--- src/rtl/msc_pkg.sv ---
package msc_pkg;
   // clock figures
   localparam int unsigned XTAL_HZ     = 16_000_000;
   localparam int unsigned RTC_HZ      = 32_768;
   localparam int unsigned SYM_HZ      = 62_500;
   localparam int unsigned PRESC_RATIO = XTAL_HZ / SYM_HZ;
   localparam int unsigned PRESC_W     = $clog2(PRESC_RATIO);
   localparam logic [PRESC_W-1:0] PRESC_LAST = PRESC_W'(PRESC_RATIO - 1);
   // rtc correction: symbols per rtc edge as a fraction over RTC_HZ
   localparam int unsigned ACC_W       = $clog2(RTC_HZ);
   localparam logic [ACC_W+1:0] SYM_PER_RTC = (ACC_W + 2)'(SYM_HZ);
   // back-off slot
   localparam int unsigned SLOT_SYMBOLS = 20;
   localparam logic [4:0]  SLOT_LAST    = 5'(SLOT_SYMBOLS - 1);
   // counter
   localparam int unsigned CNT_W      = 32;
   localparam logic [CNT_W-1:0] CNT_RESET = 32'h0000_0000;
   // register word index, byte address is four times it
   localparam logic [3:0] REG_CNT_B0   = 4'h0;
   localparam logic [3:0] REG_CNT_B1   = 4'h1;
   localparam logic [3:0] REG_CNT_B2   = 4'h2;
   localparam logic [3:0] REG_CNT_B3   = 4'h3;
   localparam logic [3:0] REG_CTRL0    = 4'h4;
   localparam logic [3:0] REG_STATUS   = 4'h5;
   localparam logic [3:0] REG_IRQ_FLAG = 4'h6;
   localparam logic [3:0] REG_IRQ_MASK = 4'h7;
   // field positions
   localparam int unsigned CTRL_CLK_SEL_BIT = 0;
   localparam int unsigned STAT_BUSY_BIT    = 0;
   localparam int unsigned IRQ_OVF_BIT      = 0;
   localparam int unsigned IRQ_SLOT_BIT     = 1;
   localparam int unsigned IRQ_W            = 2;
   localparam logic [IRQ_W-1:0] IRQ_RESET   = 2'h0;
   localparam logic SRC_XTAL = 1'b0;
   localparam logic SRC_RTC  = 1'b1;
   typedef enum logic [0:0] {
      BUS_IDLE = 1'b0,
      BUS_DONE = 1'b1
   } msc_bus_state_type;
endpackage

--- src/rtl/msc_tick_if.sv ---
interface msc_tick_if;
   logic sym_tick;
   logic step_two;
   logic xtal_sym;
   logic src_rtc;
   logic presc_clr;
   logic trx_sleep;
   modport gen  (output sym_tick, output step_two, output xtal_sym,
                 input src_rtc, input presc_clr);
   modport core (input sym_tick, input step_two, input xtal_sym,
                 output src_rtc, output presc_clr, output trx_sleep);
   modport slot (input xtal_sym, input presc_clr, input trx_sleep);
endinterface

--- src/rtl/msc_tick_gen.sv ---
module msc_tick_gen
   import msc_pkg::*;
(
   // clock and reset
   input  wire logic core_clk,
   input  wire logic arst_n,
   // oscillator pins
   input  wire logic crystal_input,
   input  wire logic rtc_osc_input,
   // towards the counter
   msc_tick_if.gen   tk
);
   typedef struct packed {
      logic [2:0]         xs;
      logic [2:0]         rs;
      logic [PRESC_W-1:0] presc;
      logic [ACC_W-1:0]   acc;
      logic               xsym;
      logic               tick;
      logic               two;
   } msc_gen_state_type;

   msc_gen_state_type st_ff;
   msc_gen_state_type nxt_st;

   always_comb begin
      logic             xedge;
      logic             redge;
      logic [ACC_W+1:0] sum;
      xedge = 1'b0;
      redge = 1'b0;
      sum   = '0;
      nxt_st = st_ff;
      // xs[0]/rs[0] feed only the next stage
      nxt_st.xs = {st_ff.xs[1:0], crystal_input};
      nxt_st.rs = {st_ff.rs[1:0], rtc_osc_input};
      xedge = st_ff.xs[1] & ~st_ff.xs[2];
      redge = st_ff.rs[1] & ~st_ff.rs[2];
      nxt_st.xsym = 1'b0;
      if (tk.presc_clr) begin
         nxt_st.presc = '0;
      end else if (xedge) begin
         nxt_st.presc = st_ff.presc + 1'b1;
         nxt_st.xsym  = (st_ff.presc == PRESC_LAST);
      end
      nxt_st.tick = 1'b0;
      nxt_st.two  = 1'b0;
      if (tk.src_rtc) begin
         if (redge) begin
            // fractional accumulation keeps drift under one symbol
            sum         = {2'b00, st_ff.acc} + SYM_PER_RTC;
            nxt_st.acc  = sum[ACC_W-1:0];
            nxt_st.two  = sum[ACC_W+1];
            nxt_st.tick = 1'b1;
         end
      end else begin
         nxt_st.tick = nxt_st.xsym;
      end
   end

   always_ff @(posedge core_clk or negedge arst_n) begin
      if (!arst_n) begin
         st_ff <= '0;
      end else begin
         st_ff <= nxt_st;
      end
   end

   assign tk.sym_tick = st_ff.tick;
   assign tk.step_two = st_ff.two;
   assign tk.xtal_sym = st_ff.xsym;
endmodule

--- src/rtl/msc_slot_counter.sv ---
module msc_slot_counter
   import msc_pkg::*;
(
   // clock and reset
   input  wire logic core_clk,
   input  wire logic arst_n,
   // symbol timing
   msc_tick_if.slot  tk,
   // slot boundary pulse
   output logic      slot_pulse
);
   typedef struct packed {
      logic [4:0] cnt;
      logic       pulse;
   } msc_slot_state_type;

   msc_slot_state_type st_ff;
   msc_slot_state_type nxt_st;

   always_comb begin
      nxt_st       = st_ff;
      nxt_st.pulse = 1'b0;
      // stopped with the transceiver clock, restarted by a resync
      if (tk.trx_sleep || tk.presc_clr) begin
         nxt_st.cnt = '0;
      end else if (tk.xtal_sym) begin
         if (st_ff.cnt == SLOT_LAST) begin
            nxt_st.cnt   = '0;
            nxt_st.pulse = 1'b1;
         end else begin
            nxt_st.cnt = st_ff.cnt + 1'b1;
         end
      end
   end

   always_ff @(posedge core_clk or negedge arst_n) begin
      if (!arst_n) begin
         st_ff <= '0;
      end else begin
         st_ff <= nxt_st;
      end
   end

   assign slot_pulse = st_ff.pulse;
endmodule

--- src/rtl/msc_top.sv ---
// Behaviour
// - 32-bit counter advances at symbol rate from crystal or rtc source.
// - transceiver sleep forces the rtc source so counting continues.
// - clock-select bit always reads the source actually in use.
// - clock-select writes are dropped while the transceiver sleeps.
// - on wake the source chosen before sleep is restored.
// - switching rtc to crystal clears the crystal prescaler.
// - reading the low byte snapshots the word; upper bytes read the snapshot.
// - upper bytes are staged; writing the low byte commits all 32 bits.
// - one staging register is shared by counter read snapshots and write staging.
// - low-byte and upper-byte reads both answer one clock after the request.
// - on rtc source a commit loads at the next counter tick.
// - on crystal source a commit loads at once.
// - busy flag stands high while a counter load is pending.
// - wrap from all ones to zero raises the overflow event.
// - rtc counting corrects drift to within one symbol.
// - back-off slot pulse every twenty symbols, only while transceiver runs.
// - events set flags regardless of mask; mask gates irq; write one clears.
//
// Register access over Avalon-MM and the register addresses were left to the implementer.
module msc_top
   import msc_pkg::*;
(
   // clock and reset
   input  wire logic        core_clk,
   input  wire logic        arst_n,
   // avalon-mm slave
   input  wire logic [5:0]  avs_address,
   input  wire logic        avs_read,
   input  wire logic        avs_write,
   input  wire logic [31:0] avs_writedata,
   input  wire logic [3:0]  avs_byteenable,
   output logic [31:0]      avs_readdata,
   output logic             avs_waitrequest,
   // oscillator pins
   input  wire logic        crystal_input,
   input  wire logic        rtc_osc_input,
   // transceiver power state, high while asleep
   input  wire logic        trx_sleep,
   // interrupt request
   output logic             irq
);
   typedef struct packed {
      msc_bus_state_type  bus;
      logic               wait_rq;
      logic [31:0]        rdata;
      logic [1:0]         slp_sync;
      logic               slp_q;
      logic [CNT_W-1:0]   count;
      logic [23:0]        temp;
      logic [CNT_W-1:0]   pend_val;
      logic               pend;
      logic               src_active;
      logic               src_user;
      logic               presc_clr;
      logic [IRQ_W-1:0]   flags;
      logic [IRQ_W-1:0]   mask;
      logic               irq;
   } msc_top_state_type;

   msc_top_state_type st_ff;
   msc_top_state_type nxt_st;

   msc_tick_if tk ();
   logic       slot_pulse;

   msc_tick_gen u_tick_gen (
      .core_clk      (core_clk),
      .arst_n        (arst_n),
      .crystal_input (crystal_input),
      .rtc_osc_input (rtc_osc_input),
      .tk            (tk)
   );

   msc_slot_counter u_slot_counter (
      .core_clk   (core_clk),
      .arst_n     (arst_n),
      .tk         (tk),
      .slot_pulse (slot_pulse)
   );

   // byte n of a word, n in 0..3
   function automatic logic [7:0] byte_of(input logic [31:0] w, input logic [1:0] n);
      byte_of = w[8*n +: 8];
   endfunction

   // register word index of a byte address
   function automatic logic [3:0] reg_index(input logic [5:0] a);
      reg_index = a[5:2];
   endfunction

   always_comb begin
      logic              req;
      logic              acc_wr;
      logic              lane0;
      logic [3:0]        idx;
      logic [7:0]        wbyte;
      logic [CNT_W:0]    sum;
      logic [CNT_W-1:0]  step;
      logic [IRQ_W-1:0]  set_ev;
      logic [IRQ_W-1:0]  clr_ev;
      logic              slp;
      logic              new_src;
      req     = 1'b0;
      acc_wr  = 1'b0;
      lane0   = 1'b0;
      idx     = '0;
      wbyte   = '0;
      sum     = '0;
      step    = '0;
      set_ev  = '0;
      clr_ev  = '0;
      slp     = 1'b0;
      new_src = 1'b0;
      nxt_st  = st_ff;

      req   = avs_read | avs_write;
      idx   = reg_index(avs_address);
      lane0 = avs_byteenable[0];
      wbyte = avs_writedata[7:0];

      // sleep level from the transceiver domain, two stages first
      nxt_st.slp_sync = {st_ff.slp_sync[0], trx_sleep};
      slp             = st_ff.slp_sync[1];
      nxt_st.slp_q    = slp;
      nxt_st.presc_clr = 1'b0;

      // bus: answer one cycle after the request is seen
      nxt_st.bus     = BUS_IDLE;
      nxt_st.wait_rq = 1'b1;
      case (st_ff.bus)
         BUS_IDLE: begin
            if (req) begin
               nxt_st.bus     = BUS_DONE;
               nxt_st.wait_rq = 1'b0;
               nxt_st.rdata   = '0;
               if (avs_read) begin
                  case (idx)
                     REG_CNT_B0: begin
                        nxt_st.rdata[7:0] = byte_of(st_ff.count, 2'd0);
                        nxt_st.temp       = st_ff.count[31:8];
                     end
                     REG_CNT_B1: nxt_st.rdata[7:0] = st_ff.temp[7:0];
                     REG_CNT_B2: nxt_st.rdata[7:0] = st_ff.temp[15:8];
                     REG_CNT_B3: nxt_st.rdata[7:0] = st_ff.temp[23:16];
                     REG_CTRL0: nxt_st.rdata[CTRL_CLK_SEL_BIT] = st_ff.src_active;
                     REG_STATUS: nxt_st.rdata[STAT_BUSY_BIT] = st_ff.pend;
                     REG_IRQ_FLAG: nxt_st.rdata[IRQ_W-1:0] = st_ff.flags;
                     REG_IRQ_MASK: nxt_st.rdata[IRQ_W-1:0] = st_ff.mask;
                     default: nxt_st.rdata = '0;
                  endcase
               end
            end
         end
         BUS_DONE: begin
            // the master samples waitrequest low at this edge
            acc_wr = avs_write & lane0;
         end
         default: begin
            nxt_st.bus     = BUS_IDLE;
            nxt_st.wait_rq = 1'b1;
         end
      endcase

      // clock source selection and sleep handling
      new_src = st_ff.src_active;
      if (slp && !st_ff.slp_q) begin
         nxt_st.src_user = st_ff.src_active;
         new_src         = SRC_RTC;
      end else if (!slp && st_ff.slp_q) begin
         new_src = st_ff.src_user;
      end else if (acc_wr && idx == REG_CTRL0 && !slp) begin
         new_src         = wbyte[CTRL_CLK_SEL_BIT];
         nxt_st.src_user = wbyte[CTRL_CLK_SEL_BIT];
      end
      nxt_st.src_active = new_src;
      if (st_ff.src_active == SRC_RTC && new_src == SRC_XTAL) begin
         nxt_st.presc_clr = 1'b1;
      end

      // staging and commit through the shared temporary register
      if (acc_wr) begin
         case (idx)
            REG_CNT_B1: nxt_st.temp[7:0]   = wbyte;
            REG_CNT_B2: nxt_st.temp[15:8]  = wbyte;
            REG_CNT_B3: nxt_st.temp[23:16] = wbyte;
            REG_CNT_B0: begin
               nxt_st.pend_val = {st_ff.temp, wbyte};
               nxt_st.pend     = 1'b1;
            end
            default: nxt_st.pend = st_ff.pend;
         endcase
      end

      // counter: a pending load wins over the count step
      step = tk.step_two ? CNT_W'(2) : CNT_W'(1);
      if (st_ff.pend && (st_ff.src_active == SRC_XTAL || tk.sym_tick)) begin
         nxt_st.count = st_ff.pend_val;
         nxt_st.pend  = 1'b0;
         if (acc_wr && idx == REG_CNT_B0) begin
            nxt_st.pend = 1'b1;
         end
      end else if (tk.sym_tick) begin
         sum          = {1'b0, st_ff.count} + {1'b0, step};
         nxt_st.count = sum[CNT_W-1:0];
         set_ev[IRQ_OVF_BIT] = sum[CNT_W];
      end

      // interrupt flags: a new event outranks a same-cycle clear
      set_ev[IRQ_SLOT_BIT] = slot_pulse;
      if (acc_wr && idx == REG_IRQ_FLAG) begin
         clr_ev = wbyte[IRQ_W-1:0];
      end
      if (acc_wr && idx == REG_IRQ_MASK) begin
         nxt_st.mask = wbyte[IRQ_W-1:0];
      end
      nxt_st.flags = (st_ff.flags & ~clr_ev) | set_ev;
      nxt_st.irq   = |(nxt_st.flags & nxt_st.mask);
   end

   always_ff @(posedge core_clk or negedge arst_n) begin
      if (!arst_n) begin
         st_ff            <= '0;
         st_ff.bus        <= BUS_IDLE;
         st_ff.wait_rq    <= 1'b1;
         st_ff.count      <= CNT_RESET;
         st_ff.src_active <= SRC_XTAL;
         st_ff.src_user   <= SRC_XTAL;
         st_ff.flags      <= IRQ_RESET;
         st_ff.mask       <= IRQ_RESET;
      end else begin
         st_ff <= nxt_st;
      end
   end

   assign tk.src_rtc   = st_ff.src_active;
   assign tk.presc_clr = st_ff.presc_clr;
   assign tk.trx_sleep = st_ff.slp_sync[1];

   assign avs_readdata    = st_ff.rdata;
   assign avs_waitrequest = st_ff.wait_rq;
   assign irq             = st_ff.irq;
endmodule

--- config.mk ---
export PLATFORM = sky130hd
export DESIGN_NAME = msc_top
export DESIGN_NICKNAME = d
export VERILOG_FILES = /design/src/rtl/msc_pkg.sv /design/src/rtl/msc_tick_if.sv /design/src/rtl/msc_tick_gen.sv /design/src/rtl/msc_slot_counter.sv /design/src/rtl/msc_top.sv
export SDC_FILE = /design/constraint.sdc
export NUM_CORES = 1
export LEC_CHECK = 0
export ABC_AREA = 1
export BUFFER_PORTS_ARGS = -buffer_cell sky130_fd_sc_hd__buf_2
export CAP_MARGIN = 5
export CORE_MARGIN = 2
export CORE_UTILIZATION = 35
export DETAILED_ROUTE_END_ITERATION = 8
export PLACE_DENSITY = 0.49
export SLEW_MARGIN = 20
export SYNTH_ARGS = -nofsm -noshare
export SYNTH_HDL_FRONTEND = slang
export SYNTH_SLANG_ARGS = --single-unit
--- constraint.sdc ---
create_clock -name core_clk -period 5.18 [get_ports core_clk]
set_input_delay 1.036 -clock core_clk [delete_from_list [all_inputs] [get_ports core_clk]]
set_output_delay 1.036 -clock core_clk [all_outputs]
set_load 0.01 [all_outputs]
==> results.json, run 1 <==
{
  "r2r_end": "st_ff[87]",
  "core_region_area_um2": 21200,
  "syn_to_final_growth_pct": 11.7,
  "totalWireLength_um": 19100,
  "nNetsFinal": 994,
  "post-cts-setup-buffers": 0,
  "synth_area_leaders": "dfrtp_1 48%, nand2_1 14%, nor2_1 4.5%, buf_4 3.8%, inv_1 3.4%",
  "min_period_over_period_pct": 46.9,
  "viasPerCell": 4.79,
  "grt_max_degree": 88,
  "route.detailed.wl_per_inst_um": 15.6,
  "grtUsageTotal_pct": 18.2,
  "drt-initial-drc-count": 357,
  "syn_avg_cell_area_um2": 8.25,
  "dp_worst_setup_slack_ns": 2.27,
  "synthCells": 917,
  "rsz0062_at_grt": "no",
  "path_class": "input port to register",
  "clockBufferDepth": 2,
  "grt_remaining_overflow": 0,
  "dp_hpwl_um": 13300,
  "p_per_area_nw_per_um2": 414,
  "grt_pass1_vias": 5863,
  "setup_tns_ns": 0,
  "ir_worst_vdd_mv": 0.195,
  "worst-path-max-fanout": 22,
  "whs_ns": 0.350,
  "root_buffer": "clkbuf_16",
  "slew_violations": 0,
  "hold_start": "u_tick_gen.nxt_st[27]",
  "grt_pass1_wl_um": 31600,
  "max_stage_delay_ns": 0.49,
  "hold_depth": 0,
  "num_io_pins": 83,
  "ys_ff_latch": 146,
  "layout-drive-gt1-share_pct": 10.6,
  "critical_path_buf_inv_count": 2,
  "finalSetupViolCount": 0,
  "cts_made_buffers": 17,
  "hold_buffers": 0,
  "slew_headroom_pct": 29.6,
  "r2r_setup_slack_ns": 2.94,
  "worst_pin_slew_ns": 1.06,
  "critical_path.slowest_cell": "nor2_4",
  "fin_crit_ns": 2.43,
  "start_kind": "input port",
  "antenna_found_initial": 0,
  "r2r_start": "u_tick_gen.tk.step_two",
  "dieArea_um2": 22800,
  "cts_resized": 0,
  "crit_family": "simple AND/OR/NAND/NOR gates",
  "yosysTopAreaCell": "dfrtp_1",
  "hold_violations": 0,
  "first_pass_iters": 6,
  "endpoint_kind": "register",
  "synth_top_area_share_pct": 47.9,
  "finClkSkew_ns": 0.00778,
  "yosys.cell_types.count": 44,
  "gp_congestion": 0.896,
  "diodes": 0,
  "die_h_um": 151,
  "dr_total_vias": 5878,
  "fin_util_pct": 40.0,
  "final_cell_area_um2": 8450,
  "die_w_um": 151,
  "worst_slack_ns": 2.75,
  "drcViolationCount": 0,
  "ys_seq_area_share_pct": 48.3,
  "netlist_area_um2": 7570,
  "worstHoldEndpoint": "u_tick_gen.nxt_st[28]",
  "maxCapViolations": 0,
  "required_ns": 5.49,
  "power_leakage_nw": 4.08,
  "crit_start": "avs_address[3]",
  "hold_path_class": "register to register",
  "dpl_cell_area_um2": 7820,
  "clkTransAtPathRegs_ns": 0.07,
  "postRouteAntennaNets": 0,
  "rows": 53,
  "arrival_ns": 2.73,
  "outcome": "finished, final reports clean",
  "placed_cells": 1195,
  "yosys_warnings": 0,
  "clock_latency_ns": 0.43,
  "fmax_ghz": 0.412,
  "p_total_mw": 3.50,
  "worstPathCellList": "buf_2 > nor2_2 > nand2_4 > nor2_4 > buf_4 > mux2_1",
  "tritoncts": "built",
  "initial_core_util_pct": 35.8,
  "clkSinkCount": 146,
  "stdcell_count": 1227,
  "cts-htree-levels": 4,
  "place.port_buffers": 29,
  "reg2reg_depth": 12
}
==> synth_stat cells <==
library cell,number
nor3_1,4
ha_1,5
o2bb2ai_1,1
o22ai_1,4
nor3_2,2
mux2_1,22
clkinv_1,1
nand2_2,5
nand3b_1,8
conb_1,1
a22oi_1,25
nand3_2,1
buf_4,38
o21bai_1,1
inv_2,8
o221ai_1,2
and2_1,1
xnor2_1,9
buf_6,1
fa_1,1
inv_1,69
or2_2,2
xor2_1,15
inv_4,1
nor2_1,91
o21ai_0,32
o2111ai_1,1
o21ai_1,6
a31oi_1,15
mux2_2,1
dfstp_2,1
nor2_4,4
nand2_1,283
nor2_2,9
nand4_1,10
o21ai_4,1
clkbuf_1,1
a21oi_1,25
nand2_4,1
o211ai_1,6
o31ai_1,1
dfrtp_1,145
buf_2,13
nand3_1,44
==> layout make-up <==
| cell class | instances | area, um2 |
|---|---|---|
| clock inverters | 14 | 194 |
| flip-flops and latches | 146 | 3650 |
| multi-input cells | 662 | 3340 |
| well taps | 275 | 344 |
| repair buffers | 33 | 181 |
| fillers | 2155 | 12700 |
| clock buffers | 18 | 439 |
| inverters | 79 | 299 |
==> cells by family after synthesis <==
logic type,Yosys count,share of synthesized area (%)
adder cells (fa/ha/maj),6,1.09
flip-flops,146,48.3
AO/OA/AOI/OAI,120,9.69
AND/OR/NAND/NOR,465,25.9
buffers and inverters,132,8.78
XOR/XNOR,24,2.78
other,1,0.0496
multiplexers,23,3.42
==> metal layers <==
layer	vias to the layer above	global-route usage [%]	share of wire, %
li1	2968	-	-
met1	2747	25.5	49
met2	135	28.4	45
met3	28	4.28	4.7
met4	0	4.86	1.9
met5	-	0	0
==> flip-flops by register name, summed over array words and instances (netlist names) <==
register and flops:
u_tick_gen.tk.xtal_sym 1, st_ff 96, u_slot_counter.st_ff 5, irq 1, avs_readdata 8, u_tick_gen.tk.step_two 1
nxt_st 2, tk.src_rtc 1, u_tick_gen.tk.sym_tick 1, u_slot_counter.slot_pulse 1, u_tick_gen.st_ff 23, avs_waitrequest 1
u_tick_gen.nxt_st 4, tk.presc_clr 1
==> power by group <==
group | total, mW | internal, mW | leakage, nW | switching (mW)
clock | 1.33 | 0.790 | 0.309 | 0.541
sequential | 1.59 | 1.36 | 1.90 | 0.230
combinational | 0.576 | 0.225 | 1.87 | 0.351
==> worst max path at each step <==
stage                end  cells past startpoint
3_5_place_dp   st_ff[14]                      6
5_1_grt        st_ff[30]                      6
3_3_place_gp   st_ff[29]                      6
6_report       st_ff[30]                      6
4_1_cts        st_ff[30]                      6
2_1_floorplan  st_ff[39]                      5
==> placed cells by master, fill, tap and decap left out, types with 6 or more instances in the layout <==
| cell | n |
|---|---|
| o211ai_1 | 6 |
| dfrtp_1 | 145 |
| xor2_1 | 15 |
| nand3b_1 | 8 |
| o21ai_1 | 6 |
| a31oi_1 | 15 |
| nand4_1 | 10 |
| inv_2 | 8 |
| inv_6 | 6 |
| clkbuf_16 | 17 |
| nor2_2 | 8 |
| inv_1 | 69 |
| nor2_1 | 91 |
| conb_1 | 24 |
| nand2_1 | 283 |
| a21oi_1 | 25 |
| o21ai_0 | 32 |
| xnor2_1 | 9 |
| nand3_1 | 44 |
| a22oi_1 | 25 |
| buf_2 | 28 |
| mux2_1 | 22 |
==> worst reg2reg max path: cells and delay by family, from the launching register on <==
family,cells,cell delay [ns]
AND/OR/NAND/NOR,8,0.96
adder cells (fa/ha/maj),2,0.60
flip-flops,1,0.40
buffers and inverters,2,0.15
Power figures use the tool's default switching activity.
==> inputs of run 2 (changes only) <==
==> constraint.sdc (replaced) <==
create_clock -name core_clk -period 2.5 [get_ports core_clk]
set_input_delay 0.5 -clock core_clk [delete_from_list [all_inputs] [get_ports core_clk]]
set_output_delay 0.5 -clock core_clk [all_outputs]
set_load 0.01 [all_outputs]
==> run 2 against run 1 <==
  * Via count is 1.6% higher
  * Hold slack lost 0.32 ns
  * Cell count increased by 0.90%
  * First-iteration DRC count shrank 5.6%
  * Clock-buffer cell count grew 1
  * Routed wire length grew 1.9%
  * Clock power increased by 88%
  * Sequential power is 110% higher
  * Highest routed layer unchanged
  * Sequential cell count stayed put
  * Cell area rose by 0.71%
  * Critical path depth up 6
  * Register-to-register slack worse by 2.6 ns
  * Largest power group unchanged
  * Critical path type is now register to register
==> results.json, run 2 (synthesized netlist as in run 1, its figures left out) <==
{
  "die_h_um": 151,
  "initial_core_util_pct": 35.8,
  "ir_worst_vdd_mv": 0.374,
  "dp_hpwl_um": 13800,
  "regMostFlops": "st_ff",
  "drt-initial-drc-count": 337,
  "finalSetupViolCount": 0,
  "root_buffer": "clkbuf_16",
  "setup_tns_ns": 0,
  "p_per_area_nw_per_um2": 826,
  "cts-htree-levels": 4,
  "num_io_pins": 83,
  "finClkSkew_ns": 0.0105,
  "gp_congestion": 0.836,
  "slew_headroom_pct": 60.0,
  "layout_common_cells": "283 x nand2_1, 145 x dfrtp_1, 91 x nor2_1",
  "diodes": 0,
  "rows": 53,
  "route.detailed.wl_per_inst_um": 15.8,
  "grtUsageTotal_pct": 18.3,
  "start_kind": "register",
  "worst_pin_slew_ns": 0.599,
  "path_class": "register to register",
  "first_pass_iters": 5,
  "hold_buffers": 0,
  "arrival_ns": 2.51,
  "r2r_setup_slack_ns": 0.30,
  "layout_commonest_cell": "nand2_1",
  "r2r_start": "u_tick_gen.tk.step_two",
  "clkSinkCount": 146,
  "min_period_over_period_pct": 88.0,
  "rsz0062_at_grt": "no",
  "largest_reg_flops": 96,
  "fmax_ghz": 0.455,
  "maxCapViolations": 0,
  "r2r_end": "st_ff[87]",
  "place.port_buffers": 29,
  "postRouteAntennaNets": 0,
  "syn_to_final_growth_pct": 12.5,
  "clockBufferDepth": 2,
  "endpoint_kind": "register",
  "fin_crit_ns": 2.20,
  "required_ns": 2.81,
  "clock_latency_ns": 0.43,
  "worst-path-max-fanout": 4,
  "nNetsFinal": 1006,
  "dr_total_vias": 5971,
  "cts_resized": 0,
  "stdcell_count": 1238,
  "power_leakage_nw": 4.11,
  "multiInputGateArea_um2": 3340,
  "totalWireLength_um": 19500,
  "post-cts-setup-buffers": 0,
  "dieArea_um2": 22800,
  "outcome": "finished, final reports clean",
  "die_w_um": 151,
  "hold_violations": 0,
  "grt_pass1_vias": 5858,
  "grt_remaining_overflow": 0,
  "tritoncts": "built",
  "grt_max_degree": 51,
  "drcViolationCount": 0,
  "hold_path_class": "input port to asynchronous set/reset pin",
  "reg2reg_depth": 12,
  "placed_cells": 1207,
  "layout-drive-gt1-share_pct": 11.4,
  "crit_start": "u_tick_gen.tk.step_two",
  "clkTransAtPathRegs_ns": 0.06,
  "core_region_area_um2": 21200,
  "cts_made_buffers": 17,
  "antenna_found_initial": 0,
  "fill_cells": 2193,
  "crit_end": "st_ff[87]",
  "viasPerCell": 4.82,
  "slew_violations": 0,
  "regArea_um2": 3650,
  "grt_pass1_wl_um": 31600
}
[run 2: changes by cell type in the layout (fill, tap and decap cells not counted)]
cell and delta:
clkbuf_1 +2, clkinvlp_4 +2, clkinv_8 -1, clkbuf_8 -1, buf_4 +9, bufinv_16 -1, inv_6 -3, clkinv_4 +1
buf_12 +3, clkinv_2 +2, inv_8 -2
[run 2: stage by stage]
step / utilization [%] / area, um2 / setup slack (ns) / hold slack (ns) / power (mW)
5_1_grt: 40.2 / 8510 / 0.152 / 0.0595 / 7.45
3_3_place_gp: 37.6 / 7950 / 0.371 / 0.334 / 4.55
2_1_floorplan: - / 7650 / 0.674 / 0.204 / 4.14
6_report: 40.2 / 8510 / 0.301 / 0.0290 / 7.03
4_1_cts: 40.2 / 8510 / 0.279 / 0.0370 / 7.10
3_5_place_dp: 37.6 / 7950 / 0.342 / 0.337 / 4.57
[run 2: area by class of cell]
cell class                 count  area share [%]
tap                          275            4.04
multi-input combinational    662            39.2
sequential                   146            42.9
timing repair buffer          45            3.63
clock buffer                  19            5.09
clock inverter                12            1.56
inverter                      79            3.51
[run 2: critical path, stage by stage, from the launching register on]
cell and delay, ns:
dfrtp_1 0.39, inv_1 0.11, ha_1 0.17, inv_1 0.06
fa_1 0.43, nor2_1 0.23, nand3_2 0.20, nor2_2 0.21
nand2_1 0.07, nand2_1 0.06, nand2_1 0.05, nand2_1 0.06
nand2_1 0.05
[run 2: layer usage]
layer / global-route usage, % / vias up / part of all wire [%]
met1: 25.4 / 2865 / 48
li1: - / 2989 / -
met3: 2.83 / 19 / 2.9
met4: 5.79 / 0 / 1.5
met5: 0 / - / 0
met2: 29.4 / 98 / 47
[run 2: power by group]
| group | total, mW | switching [mW] | leakage [nW] | internal, mW |
|---|---|---|---|---|
| Sequential | 3.30 | 0.477 | 1.90 | 2.82 |
| Combinational | 1.23 | 0.740 | 1.94 | 0.487 |
| Clock | 2.50 | 1.03 | 0.270 | 1.47 |
| Total | 7.03 | 2.25 | 4.11 | 4.78 |
[run 2: worst min path at each step]
| stage | endpoint | cells past startpoint |
|---|---|---|
| 2_1_floorplan | avs_readdata[0] | 0 |
| 6_report | st_ff[54] | 1 |
| 3_5_place_dp | u_tick_gen.nxt_st[31] | 0 |
| 5_1_grt | st_ff[46] | 1 |
| 3_3_place_gp | u_tick_gen.nxt_st[31] | 0 |
| 4_1_cts | st_ff[22] | 1 |
